`src/tic_pkg.sv`:
```
// Constants and types shared by the timer and interrupt control block
package tic_pkg;
	// ========================================
	// Register addresses on the special register port
	localparam logic [7:0] ADDR_RUN_FLAG = 8'h88;
	localparam logic [7:0] ADDR_MODE_CFG = 8'h89;
	localparam logic [7:0] ADDR_IRQ_EN = 8'hA8;
	localparam logic [7:0] ADDR_U0_LOW = 8'h8A;
	localparam logic [7:0] ADDR_U1_LOW = 8'h8B;
	localparam logic [7:0] ADDR_U0_HIGH = 8'h8C;
	localparam logic [7:0] ADDR_U1_HIGH = 8'h8D;
	// ========================================
	// Field positions in the run and flag register
	localparam int BIT_U1_OVF = 7;
	localparam int BIT_U1_RUN = 6;
	localparam int BIT_U0_OVF = 5;
	localparam int BIT_U0_RUN = 4;
	localparam int BIT_EXT1_REQ = 3;
	localparam int BIT_EXT1_TYPE = 2;
	localparam int BIT_EXT0_REQ = 1;
	localparam int BIT_EXT0_TYPE = 0;
	// Field positions in the mode register
	localparam int BIT_U1_GATE = 7;
	localparam int BIT_U1_CT = 6;
	localparam int BIT_U1_MODE = 4;
	localparam int BIT_U0_GATE = 3;
	localparam int BIT_U0_CT = 2;
	localparam int BIT_U0_MODE = 0;
	// Field positions in the primary enable register
	localparam int BIT_GLOBAL_EN = 7;
	localparam logic [7:0] IRQ_EN_USED = 8'h9F;
	// ========================================
	// Values after reset
	localparam logic [7:0] RST_BYTE = 8'h00;
	// ========================================
	// Counts and sizes
	localparam int TICK_DIV = 12;
	localparam logic [3:0] TICK_LAST = 4'(TICK_DIV - 1);
	localparam int NUM_SRC = 11;
	localparam int NUM_LEVEL = 4;
	localparam int NUM_PERIPH = 6;
	// Source order, lowest index wins a tie
	localparam logic [3:0] SRC_EXT0 = 4'h0;
	localparam logic [3:0] SRC_U0 = 4'h1;
	localparam logic [3:0] SRC_EXT1 = 4'h2;
	localparam logic [3:0] SRC_U1 = 4'h3;
	// Vector table: base plus a fixed stride per source
	localparam logic [15:0] VEC_BASE = 16'h0003;
	localparam int VEC_SHIFT = 3;
	// ========================================
	// Operating modes of a counter unit
	typedef enum logic [1:0] {
		MODE_13BIT,
		MODE_16BIT,
		MODE_RELOAD8,
		MODE_SPLIT
	} tic_mode_e;
endpackage

```
`src/tic_ctrl.sv`:
```
// Timer units, interrupt flags, enables and vectored interrupt acceptance
// Notes on behaviour
// RL1: Gate bit needs run bit and input
// RL2: Gated counting on falling input edges
// RL3: Select bit picks events or machine cycles
// RL4: Two-bit mode field per unit
// RL5: Mode 0 13-bit, mode 1 16-bit
// RL6: Mode 2 reload, mode 3 split/stop
// RL7: Timer advances every 12 clocks
// RL8: Unit 1 overflow flag, cleared on service
// RL9: Unit 0 overflow flag, cleared on service
// RL10: Run bits start and halt units
// RL11: Ext 1 flag set on fall, service clears
// RL12: Ext 0 flag set on fall, service clears
// RL13: Type bit picks edge or level trigger
// RL14: Type 0 level, type 1 falling edge
// RL15: Eleven sources over four levels
// RL16: Each source has own enable bit
// RL17: Acceptance jumps to per-source vector
// RL18: Only strictly higher level preempts service
// RL19: Return ends service, core resumes
// RL20: Flags set regardless of enables
// RL21: Flags sampled each machine cycle, polled
// RL22: Accepted request forces long call next
// RL23: Withhold while equal/higher level served
// RL24: Withhold during return or enable writes
// RL25: Global enable zero blocks everything
// RL26: Primary enable bit assignment
// RL27: Reset clears enables, runs, flags
// RL28: Ties resolved in fixed source order
module tic_ctrl #(
	parameter int NUM_PERIPH = tic_pkg::NUM_PERIPH
) (
	input wire logic mclk,
	input wire logic rst,
	input wire logic [7:0] sfr_addr,
	input wire logic sfr_wr,
	input wire logic sfr_rd,
	input wire logic [7:0] sfr_wdata,
	output logic [7:0] sfr_rdata_q,
	input wire logic ext0_input_pin,
	input wire logic ext1_input_pin,
	input wire logic [1:0] count_in,
	input wire logic serial0_req,
	input wire logic [NUM_PERIPH-1:0] periph_req,
	input wire logic [NUM_PERIPH-1:0] periph_en,
	input wire logic [2*tic_pkg::NUM_SRC-1:0] src_prio,
	input wire logic mcycle,
	input wire logic instr_end,
	input wire logic instr_is_return,
	input wire logic instr_wr_en_prio,
	output logic irq_call_q,
	output logic [15:0] irq_vector_q,
	output logic [tic_pkg::NUM_SRC-1:0] src_ack_q,
	output logic [tic_pkg::NUM_LEVEL-1:0] in_service_q
);
	localparam int NS = tic_pkg::NUM_SRC;
	logic [7:0] run_flag_q;
	logic [7:0] mode_cfg_q;
	logic [7:0] irq_en_q;
	logic [3:0] tick_cnt_q;
	logic tick;
	logic [1:0] cnt_prev_q;
	logic ext0_prev_q;
	logic ext1_prev_q;
	logic [1:0] cnt_fall;
	logic ext0_fall;
	logic ext1_fall;
	logic [1:0] gate_pin;
	logic [1:0] unit_en;
	logic [1:0] unit_src;
	logic u0_inc_lo;
	logic u0_inc_hi;
	logic u1_inc_lo;
	tic_pkg::tic_mode_e u0_mode;
	tic_pkg::tic_mode_e u1_mode;
	logic [7:0] u0_low;
	logic [7:0] u0_high;
	logic [7:0] u1_low;
	logic [7:0] u1_high;
	logic u0_ovf;
	logic u0_ovf_hi;
	logic u1_ovf;
	logic u1_ovf_dummy;
	logic wr_run_flag;
	logic wr_en_reg;
	logic [NS-1:0] req_raw;
	logic [NS-1:0] req_en;
	logic [NS-1:0] poll_q;
	logic [3:0] best_idx;
	logic [1:0] best_lvl;
	logic best_any;
	logic [1:0] cur_lvl;
	logic any_isr;
	logic grant;
	logic [NS-1:0] grant_hot;
	logic ret_done;

	assign wr_run_flag = sfr_wr && (sfr_addr == tic_pkg::ADDR_RUN_FLAG);
	assign wr_en_reg = sfr_wr && (sfr_addr == tic_pkg::ADDR_IRQ_EN);
	assign ret_done = instr_end && instr_is_return;

	// ========================================
	// Configuration registers
	// RL27: reset clears all
	always_ff @(posedge mclk or posedge rst) begin
		if (rst) begin
			mode_cfg_q <= tic_pkg::RST_BYTE;
			irq_en_q <= tic_pkg::RST_BYTE;
		end else begin
			if (sfr_wr && sfr_addr == tic_pkg::ADDR_MODE_CFG) begin
				mode_cfg_q <= sfr_wdata;
			end
			// RL16: per-source enables
			if (wr_en_reg) begin
				irq_en_q <= sfr_wdata & tic_pkg::IRQ_EN_USED;
			end
		end
	end

	// ========================================
	// Machine cycle prescaler
	// RL7: one tick per 12 clocks
	always_ff @(posedge mclk or posedge rst) begin
		if (rst) begin
			tick_cnt_q <= 4'h0;
		end else begin
			tick_cnt_q <= tick ? 4'h0 : tick_cnt_q + 4'h1;
		end
	end
	assign tick = (tick_cnt_q == tic_pkg::TICK_LAST);

	// Previous input levels for falling edge detection
	always_ff @(posedge mclk or posedge rst) begin
		if (rst) begin
			cnt_prev_q <= 2'h3;
			ext0_prev_q <= 1'b1;
			ext1_prev_q <= 1'b1;
		end else begin
			cnt_prev_q <= count_in;
			ext0_prev_q <= ext0_input_pin;
			ext1_prev_q <= ext1_input_pin;
		end
	end
	assign ext0_fall = ext0_prev_q && !ext0_input_pin;
	assign ext1_fall = ext1_prev_q && !ext1_input_pin;
	assign gate_pin = {ext1_input_pin, ext0_input_pin};

	// ========================================
	// Count enables per unit
	genvar gi;
	generate
		for (gi = 0; gi < 2; gi++) begin : g_unit
			localparam int GB = gi ? tic_pkg::BIT_U1_GATE : tic_pkg::BIT_U0_GATE;
			localparam int CB = gi ? tic_pkg::BIT_U1_CT : tic_pkg::BIT_U0_CT;
			localparam int RB = gi ? tic_pkg::BIT_U1_RUN : tic_pkg::BIT_U0_RUN;
			assign cnt_fall[gi] = cnt_prev_q[gi] && !count_in[gi];
			// RL10: run bit, RL1: gate needs input
			assign unit_en[gi] = run_flag_q[RB]
				&& (!mode_cfg_q[GB] || gate_pin[gi]);
			// RL3: events or cycles, RL2: gated edges
			assign unit_src[gi] = (mode_cfg_q[CB] || mode_cfg_q[GB])
				? cnt_fall[gi] : tick;
		end
	endgenerate

	// RL4: mode fields per unit
	assign u0_mode = tic_pkg::tic_mode_e'(mode_cfg_q[tic_pkg::BIT_U0_MODE +: 2]);
	assign u1_mode = tic_pkg::tic_mode_e'(mode_cfg_q[tic_pkg::BIT_U1_MODE +: 2]);
	assign u0_inc_lo = unit_en[0] && unit_src[0];
	// RL6: split high byte runs on unit 1 run bit
	assign u0_inc_hi = run_flag_q[tic_pkg::BIT_U1_RUN] && tick;
	// RL6: unit 1 stops in split mode
	assign u1_inc_lo = (u1_mode != tic_pkg::MODE_SPLIT)
		&& unit_en[1] && unit_src[1];

	tic_timer_unit u_unit0 (
		.mclk(mclk),
		.rst(rst),
		.mode(u0_mode),
		.inc_lo(u0_inc_lo),
		.inc_hi(u0_inc_hi),
		.wr_lo(sfr_wr && sfr_addr == tic_pkg::ADDR_U0_LOW),
		.wr_hi(sfr_wr && sfr_addr == tic_pkg::ADDR_U0_HIGH),
		.wdata(sfr_wdata),
		.low_q(u0_low),
		.high_q(u0_high),
		.ovf_q(u0_ovf),
		.ovf_hi_q(u0_ovf_hi)
	);

	tic_timer_unit u_unit1 (
		.mclk(mclk),
		.rst(rst),
		.mode(u1_mode),
		.inc_lo(u1_inc_lo),
		.inc_hi(1'b0),
		.wr_lo(sfr_wr && sfr_addr == tic_pkg::ADDR_U1_LOW),
		.wr_hi(sfr_wr && sfr_addr == tic_pkg::ADDR_U1_HIGH),
		.wdata(sfr_wdata),
		.low_q(u1_low),
		.high_q(u1_high),
		.ovf_q(u1_ovf),
		.ovf_hi_q(u1_ovf_dummy)
	);

	// ========================================
	// Run bits, trigger types and request flags
	// RL20: flags set independent of enables; set wins over clears
	always_ff @(posedge mclk or posedge rst) begin
		if (rst) begin
			run_flag_q <= tic_pkg::RST_BYTE;
		end else begin
			if (wr_run_flag) begin
				run_flag_q[tic_pkg::BIT_U1_RUN] <= sfr_wdata[tic_pkg::BIT_U1_RUN];
				run_flag_q[tic_pkg::BIT_U0_RUN] <= sfr_wdata[tic_pkg::BIT_U0_RUN];
				run_flag_q[tic_pkg::BIT_EXT1_TYPE] <=
					sfr_wdata[tic_pkg::BIT_EXT1_TYPE];
				run_flag_q[tic_pkg::BIT_EXT0_TYPE] <=
					sfr_wdata[tic_pkg::BIT_EXT0_TYPE];
			end
			// RL8: unit 1 overflow flag
			run_flag_q[tic_pkg::BIT_U1_OVF] <= u1_ovf || u0_ovf_hi
				|| (run_flag_q[tic_pkg::BIT_U1_OVF]
				&& !(wr_run_flag && !sfr_wdata[tic_pkg::BIT_U1_OVF])
				&& !grant_hot[tic_pkg::SRC_U1]);
			// RL9: unit 0 overflow flag
			run_flag_q[tic_pkg::BIT_U0_OVF] <= u0_ovf
				|| (run_flag_q[tic_pkg::BIT_U0_OVF]
				&& !(wr_run_flag && !sfr_wdata[tic_pkg::BIT_U0_OVF])
				&& !grant_hot[tic_pkg::SRC_U0]);
			// RL11: ext 1 flag, RL13/RL14: edge or level
			run_flag_q[tic_pkg::BIT_EXT1_REQ] <=
				(run_flag_q[tic_pkg::BIT_EXT1_TYPE] ? ext1_fall : !ext1_input_pin)
				|| (run_flag_q[tic_pkg::BIT_EXT1_REQ]
				&& !(wr_run_flag && !sfr_wdata[tic_pkg::BIT_EXT1_REQ])
				&& !grant_hot[tic_pkg::SRC_EXT1]);
			// RL12: ext 0 flag, RL13/RL14: edge or level
			run_flag_q[tic_pkg::BIT_EXT0_REQ] <=
				(run_flag_q[tic_pkg::BIT_EXT0_TYPE] ? ext0_fall : !ext0_input_pin)
				|| (run_flag_q[tic_pkg::BIT_EXT0_REQ]
				&& !(wr_run_flag && !sfr_wdata[tic_pkg::BIT_EXT0_REQ])
				&& !grant_hot[tic_pkg::SRC_EXT0]);
		end
	end

	// ========================================
	// Request gathering and polling
	// RL15: eleven sources, RL26: primary enable bits
	assign req_raw = {periph_req, serial0_req,
		run_flag_q[tic_pkg::BIT_U1_OVF], run_flag_q[tic_pkg::BIT_EXT1_REQ],
		run_flag_q[tic_pkg::BIT_U0_OVF], run_flag_q[tic_pkg::BIT_EXT0_REQ]};
	// RL25: global enable gates all
	assign req_en = irq_en_q[tic_pkg::BIT_GLOBAL_EN]
		? {periph_en, irq_en_q[4:0]} : '0;

	// RL21: sample once per machine cycle
	always_ff @(posedge mclk or posedge rst) begin
		if (rst) begin
			poll_q <= '0;
		end else if (mcycle) begin
			poll_q <= req_raw & req_en & ~grant_hot;
		end else begin
			poll_q <= poll_q & ~grant_hot;
		end
	end

	// RL28: fixed order, highest level first
	always_comb begin
		best_idx = 4'h0;
		best_lvl = 2'h0;
		best_any = 1'b0;
		for (int i = 0; i < NS; i++) begin
			if (poll_q[i] && (!best_any || src_prio[2*i +: 2] > best_lvl)) begin
				best_idx = 4'(i);
				best_lvl = src_prio[2*i +: 2];
				best_any = 1'b1;
			end
		end
	end

	// Highest level now in service
	always_comb begin
		cur_lvl = 2'h0;
		for (int l = 0; l < tic_pkg::NUM_LEVEL; l++) begin
			if (in_service_q[l]) begin
				cur_lvl = 2'(l);
			end
		end
	end
	assign any_isr = |in_service_q;

	// RL18/RL23: higher level only; RL24: blockers; RL25: global enable
	assign grant = best_any && instr_end && !instr_is_return
		&& !instr_wr_en_prio && !wr_en_reg
		&& irq_en_q[tic_pkg::BIT_GLOBAL_EN]
		&& (!any_isr || best_lvl > cur_lvl);
	assign grant_hot = grant ? NS'(1) << best_idx : '0;

	// ========================================
	// Acceptance toward the core
	// RL22: forced long call; RL17: per-source vector
	always_ff @(posedge mclk or posedge rst) begin
		if (rst) begin
			irq_call_q <= 1'b0;
			irq_vector_q <= 16'h0000;
			src_ack_q <= '0;
		end else begin
			irq_call_q <= grant;
			src_ack_q <= grant_hot;
			if (grant) begin
				irq_vector_q <= tic_pkg::VEC_BASE
					+ (16'(best_idx) << tic_pkg::VEC_SHIFT);
			end
		end
	end

	// RL19: return closes highest level in service
	always_ff @(posedge mclk or posedge rst) begin
		if (rst) begin
			in_service_q <= '0;
		end else if (grant) begin
			in_service_q[best_lvl] <= 1'b1;
		end else if (ret_done && any_isr) begin
			in_service_q[cur_lvl] <= 1'b0;
		end
	end

	// ========================================
	// Register read port, unmapped reads give zero
	always_ff @(posedge mclk or posedge rst) begin
		if (rst) begin
			sfr_rdata_q <= 8'h00;
		end else if (sfr_rd) begin
			unique case (sfr_addr)
			tic_pkg::ADDR_RUN_FLAG: sfr_rdata_q <= run_flag_q;
			tic_pkg::ADDR_MODE_CFG: sfr_rdata_q <= mode_cfg_q;
			tic_pkg::ADDR_IRQ_EN: sfr_rdata_q <= irq_en_q;
			tic_pkg::ADDR_U0_LOW: sfr_rdata_q <= u0_low;
			tic_pkg::ADDR_U0_HIGH: sfr_rdata_q <= u0_high;
			tic_pkg::ADDR_U1_LOW: sfr_rdata_q <= u1_low;
			tic_pkg::ADDR_U1_HIGH: sfr_rdata_q <= u1_high;
			default: sfr_rdata_q <= 8'h00;
			endcase
		end
	end

	// ========================================
	// Checks
	AST_PRESCALE: assert property (@(posedge mclk) disable iff (rst) // RL7
		tick |=> !tick [*8] ##1 !tick [*3] ##1 tick)
		else $error("Prescaler period is not 12");
	AST_HALTED: assert property (@(posedge mclk) disable iff (rst) // RL10
		(!run_flag_q[tic_pkg::BIT_U0_RUN] && !sfr_wr) |=> $stable(u0_low))
		else $error("Unit 0 low byte moved while halted");
	AST_TF0_SET: assert property (@(posedge mclk) disable iff (rst) // RL9
		u0_ovf |=> run_flag_q[tic_pkg::BIT_U0_OVF])
		else $error("Overflow did not set unit 0 flag");
	AST_TF1_ACK: assert property (@(posedge mclk) disable iff (rst) // RL8
		(grant_hot[tic_pkg::SRC_U1] && !u1_ovf && !u0_ovf_hi)
		|=> !run_flag_q[tic_pkg::BIT_U1_OVF])
		else $error("Service did not clear unit 1 flag");
	AST_EDGE0: assert property (@(posedge mclk) disable iff (rst) // RL12
		(ext0_fall && run_flag_q[tic_pkg::BIT_EXT0_TYPE])
		|=> run_flag_q[tic_pkg::BIT_EXT0_REQ])
		else $error("Falling edge missed on ext 0");
	AST_GLOBAL: assert property (@(posedge mclk) disable iff (rst) // RL25
		irq_call_q |-> $past(irq_en_q[tic_pkg::BIT_GLOBAL_EN]))
		else $error("Call with global enable off");
	AST_NO_RETURN_CALL: assert property (@(posedge mclk) disable iff (rst) // RL24
		ret_done |=> !irq_call_q)
		else $error("Call accepted during return");
	AST_PREEMPT: assert property (@(posedge mclk) disable iff (rst) // RL18
		(irq_call_q && $past(any_isr)) |-> $past(best_lvl > cur_lvl))
		else $error("Preemption without higher level");
	AST_VECTOR: assert property (@(posedge mclk) disable iff (rst) // RL17
		grant |=> irq_call_q && irq_vector_q == tic_pkg::VEC_BASE
		+ (16'($past(best_idx)) << tic_pkg::VEC_SHIFT))
		else $error("Vector does not match source");
endmodule // tic_ctrl

```
`src/tic_timer_unit.sv`:
```
// One counter unit: low and high byte with four operating modes
module tic_timer_unit (
	input wire logic mclk,
	input wire logic rst,
	input wire tic_pkg::tic_mode_e mode,
	input wire logic inc_lo,
	input wire logic inc_hi,
	input wire logic wr_lo,
	input wire logic wr_hi,
	input wire logic [7:0] wdata,
	output logic [7:0] low_q,
	output logic [7:0] high_q,
	output logic ovf_q,
	output logic ovf_hi_q
);
	// ========================================
	// Counting per mode
	always_ff @(posedge mclk or posedge rst) begin
		if (rst) begin
			low_q <= tic_pkg::RST_BYTE;
			high_q <= tic_pkg::RST_BYTE;
			ovf_q <= 1'b0;
			ovf_hi_q <= 1'b0;
		end else begin
			ovf_q <= 1'b0;
			ovf_hi_q <= 1'b0;
			if (wr_lo) begin
				low_q <= wdata;
			end
			if (wr_hi) begin
				high_q <= wdata;
			end
			if (!wr_lo && !wr_hi) begin
				unique case (mode)
				// RL5: 13-bit count
				tic_pkg::MODE_13BIT: if (inc_lo) begin
					if (low_q[4:0] == 5'h1F) begin
						low_q <= 8'h00;
						high_q <= high_q + 8'h01;
						ovf_q <= (high_q == 8'hFF);
					end else begin
						low_q <= {3'h0, low_q[4:0] + 5'h01};
					end
				end
				// RL5: full 16-bit count
				tic_pkg::MODE_16BIT: if (inc_lo) begin
					{high_q, low_q} <= {high_q, low_q} + 16'h0001;
					ovf_q <= ({high_q, low_q} == 16'hFFFF);
				end
				// RL6: 8-bit count with reload
				tic_pkg::MODE_RELOAD8: if (inc_lo) begin
					low_q <= (low_q == 8'hFF) ? high_q : low_q + 8'h01;
					ovf_q <= (low_q == 8'hFF);
				end
				// RL6: two independent 8-bit counters
				tic_pkg::MODE_SPLIT: begin
					if (inc_lo) begin
						low_q <= low_q + 8'h01;
						ovf_q <= (low_q == 8'hFF);
					end
					if (inc_hi) begin
						high_q <= high_q + 8'h01;
						ovf_hi_q <= (high_q == 8'hFF);
					end
				end
				endcase
			end
		end
	end
endmodule // tic_timer_unit
```
`config.mk`:
```
export PLATFORM = sky130hd
export DESIGN_NAME = tic_ctrl
export DESIGN_NICKNAME = d
export VERILOG_FILES = /design/src/tic_pkg.sv /design/src/tic_ctrl.sv /design/src/tic_timer_unit.sv
export SDC_FILE = /design/constraint.sdc
export NUM_CORES = 1
export LEC_CHECK = 0
export BUFFER_PORTS_ARGS = -buffer_cell sky130_fd_sc_hd__buf_2
export CAP_MARGIN = 20
export CORE_MARGIN = 3
export CORE_UTILIZATION = 59
export DETAILED_ROUTE_END_ITERATION = 10
export HOLD_SLACK_MARGIN = 0.05
export PLACE_DENSITY = 0.92
export SYNTH_ARGS = -nofsm -noshare
export SYNTH_HDL_FRONTEND = slang
export SYNTH_HIERARCHICAL = 1
export SYNTH_SLANG_ARGS = --single-unit
```
`constraint.sdc`:
```
create_clock -name mclk -period 15.99 [get_ports mclk]
set_input_delay 2.3985 -clock mclk [delete_from_list [all_inputs] [get_ports mclk]]
set_output_delay 2.3985 -clock mclk [all_outputs]
set_load 0.01 [all_outputs]
```
==> metrics <==
CTS Hold Bufs 0; final worst slack -657 ps; Initial Util 61.2%; GR Util All Layers a little under a third; Clk pwr share a little over a third; final worst path period need ~17000 ps; first-pass GRT wire length 35100 um; Hold Path Class reg2reg; cells after synthesis 836; die height about 120 um; antenna violations before repair 0; Fin Hold WS between 400 and 500 ps; share of layout cells above drive strength 1 29.7%; Tcrit/Tclk final 104%; drc violations 0; nets@finish between 1000 and 1500; num rows 40; Gate power share approximately 16%; final instance area just over 9000 um^2; Post-Synthesis Cell Area around 7400 um^2; Syn. warnings 6; critical path type in2reg; CP endpoint kind flop; port bufs a little over 90; NetSw 199 uW; mean post-synth cell area 8.90 um^2; Final Setup Violations 32; Crit path depth 73; Post-DP HPWL 16000 um; GR Overflow Total 0; Critical Path AT between 15000 and 20000 ps; pin count of the biggest net entering global routing ~70; largest registers poll_q (11), src_ack_q (11); CP max stage delay about 530 ps; required time worst endpoint ~16000 ps; max-cap viol count 1; placed instance area 8170 um^2; Max Clock Freq between 0.06 and 0.07 GHz; cells on worst reg2reg path 72; vias in the first global route 6891; io pins roughly 100; Wirelength per Cell between 20 and 25 um; root buffer cell clkbuf_16; core region area around 12000 um^2; RSZ-0062 raised after global routing yes; Via-to-Cell Ratio a little over 7; # diodes 0; Top Family by Delay on Critical Path compound AO/OA/AOI/OAI gates; worst hold stages 1; Lkg Pwr 0.00402 uW; Int Power approximately 440 uW; Final Hold Viols 0; max-slew headroom at the worst pin -33.3%; routed wire length about 28000 um; Worst-Margin Slew 1950 ps; startpoint class of the critical path input port; worst skew pair latency 370 ps; final-report max-slew violation count 3; CTS H-tree depth 3; Die ar. ~14000 um^2; Net Sw Frac about 31%; CP Max Fanout 7; CTS sink count about 110; TritonCTS clock tree yes; clock buffer depth 2; Max IR drop VDD between 0.07 and 0.08 mV; failing checks capacitance limit, slew limit, setup timing; crit-path most repeated cell ha_1; crit path max-delay cell type or4_1; Synth-to-Final Area Change 22.3%; total CTS buffers 9; DRT Pass-1 Iters 7; die width between 100 and 150 um; pwr/cell area approximately 70 nW/um^2; Seq pwr share 48.1%; CP bufs+invs 7; ANT nets after route 0; Final Wtd Congestion 1.01; DRT iter0 DRCs 1411; Reg clk slew, reported paths roughly 80 ps; outcome finished, violations left; Vias between 8000 and 9000; Worst Clk Skew ~17 ps
## metal layers
metal	part of all wire, %	global-route usage, %	wire (um)	vias to the layer above
li1	-	-	-	3367
met1	35	41.4	9750	3757
met5	0	0	0	-
met2	43	47.1	11900	840
met3	13	9.23	3660	235
met4	8.0	11.4	2200	0
## cells in the final DEF (no fill, tap or decap), drive strengths merged, types with 6 or more instances in the layout
| master | count |
|---|---|
| nand3b | 8 |
| dfrtp | 101 |
| clkbuf | 12 |
| o2111ai | 8 |
| o211ai | 9 |
| a211oi | 8 |
| o31ai | 10 |
| buf | 145 |
| o221ai | 9 |
| o22ai | 13 |
| a21o | 8 |
| inv | 53 |
| nor3 | 25 |
| a221o | 6 |
| nor2 | 74 |
| nand4 | 13 |
| or3 | 12 |
| a221oi | 7 |
| and3 | 14 |
| xor2 | 6 |
| nand2 | 72 |
| nand3 | 39 |
| mux2i | 28 |
| nand2b | 16 |
| o21ai | 43 |
| ha | 27 |
| a21oi | 45 |
| and2 | 16 |
| nor2b | 18 |
| a32oi | 8 |
| mux2 | 25 |
| nor4 | 8 |
| conb | 12 |
## metrics by stage
step / TNS (ps) / setup WS (ps) / utilization, % / std cells / total power, uW
floorplan: 0 / 3.44 / - / 847 / 362
global placement: -434 / -122 / 67.2 / 1086 / 391
detailed placement: -15490 / -749 / 67.2 / 1086 / 395
CTS: 0 / 6.57 / 69.8 / 1104 / 614
global route: -21030 / -910 / 74.8 / 1138 / 659
finish: -11920 / -657 / 74.8 / 1138 / 640
## final timing paths
path / end / startpoint / slack (ps)
worst min register to register: run_flag_q[5] / u_unit0/ovf_q / 430
min in group asynchronous: u_unit0/low_q[5] / rst / 2190
max in group asynchronous: tick_cnt_q[1] / rst / 13080
worst min-delay path: run_flag_q[5] / u_unit0/ovf_q / 430
worst max register to register: poll_q[5] / poll_q[0] / 810
worst max-delay path: poll_q[5] / src_prio[1] / -660
## repair_timing
item	CTS	global route
pin swaps	3	48
resized for setup	0	70
buffers inserted	2	32
setup endpoints to repair	27	36
hold endpoints to repair	0	0
## power by group through the flow
stage                     clock, uW  combinational [uW]  sequential [uW]
final                           228                 104              308
after global routing            239                 111              309
after CTS                       222                85.5              306
after detailed placement          0                84.0              311
after global placement            0                80.6              310
after floorplan                   0                63.3              299
## layout make-up
type | count | area (um^2)
clock buffers | 11 | 253
repair buffers | 146 | 873
multi-input cells | 652 | 4890
flip-flops and latches | 105 | 2630
fillers | 780 | 3060
inverters | 51 | 194
well taps | 168 | 210
clock inverters | 5 | 47.5
No activity file was read; power rests on OpenSTA's default activity.
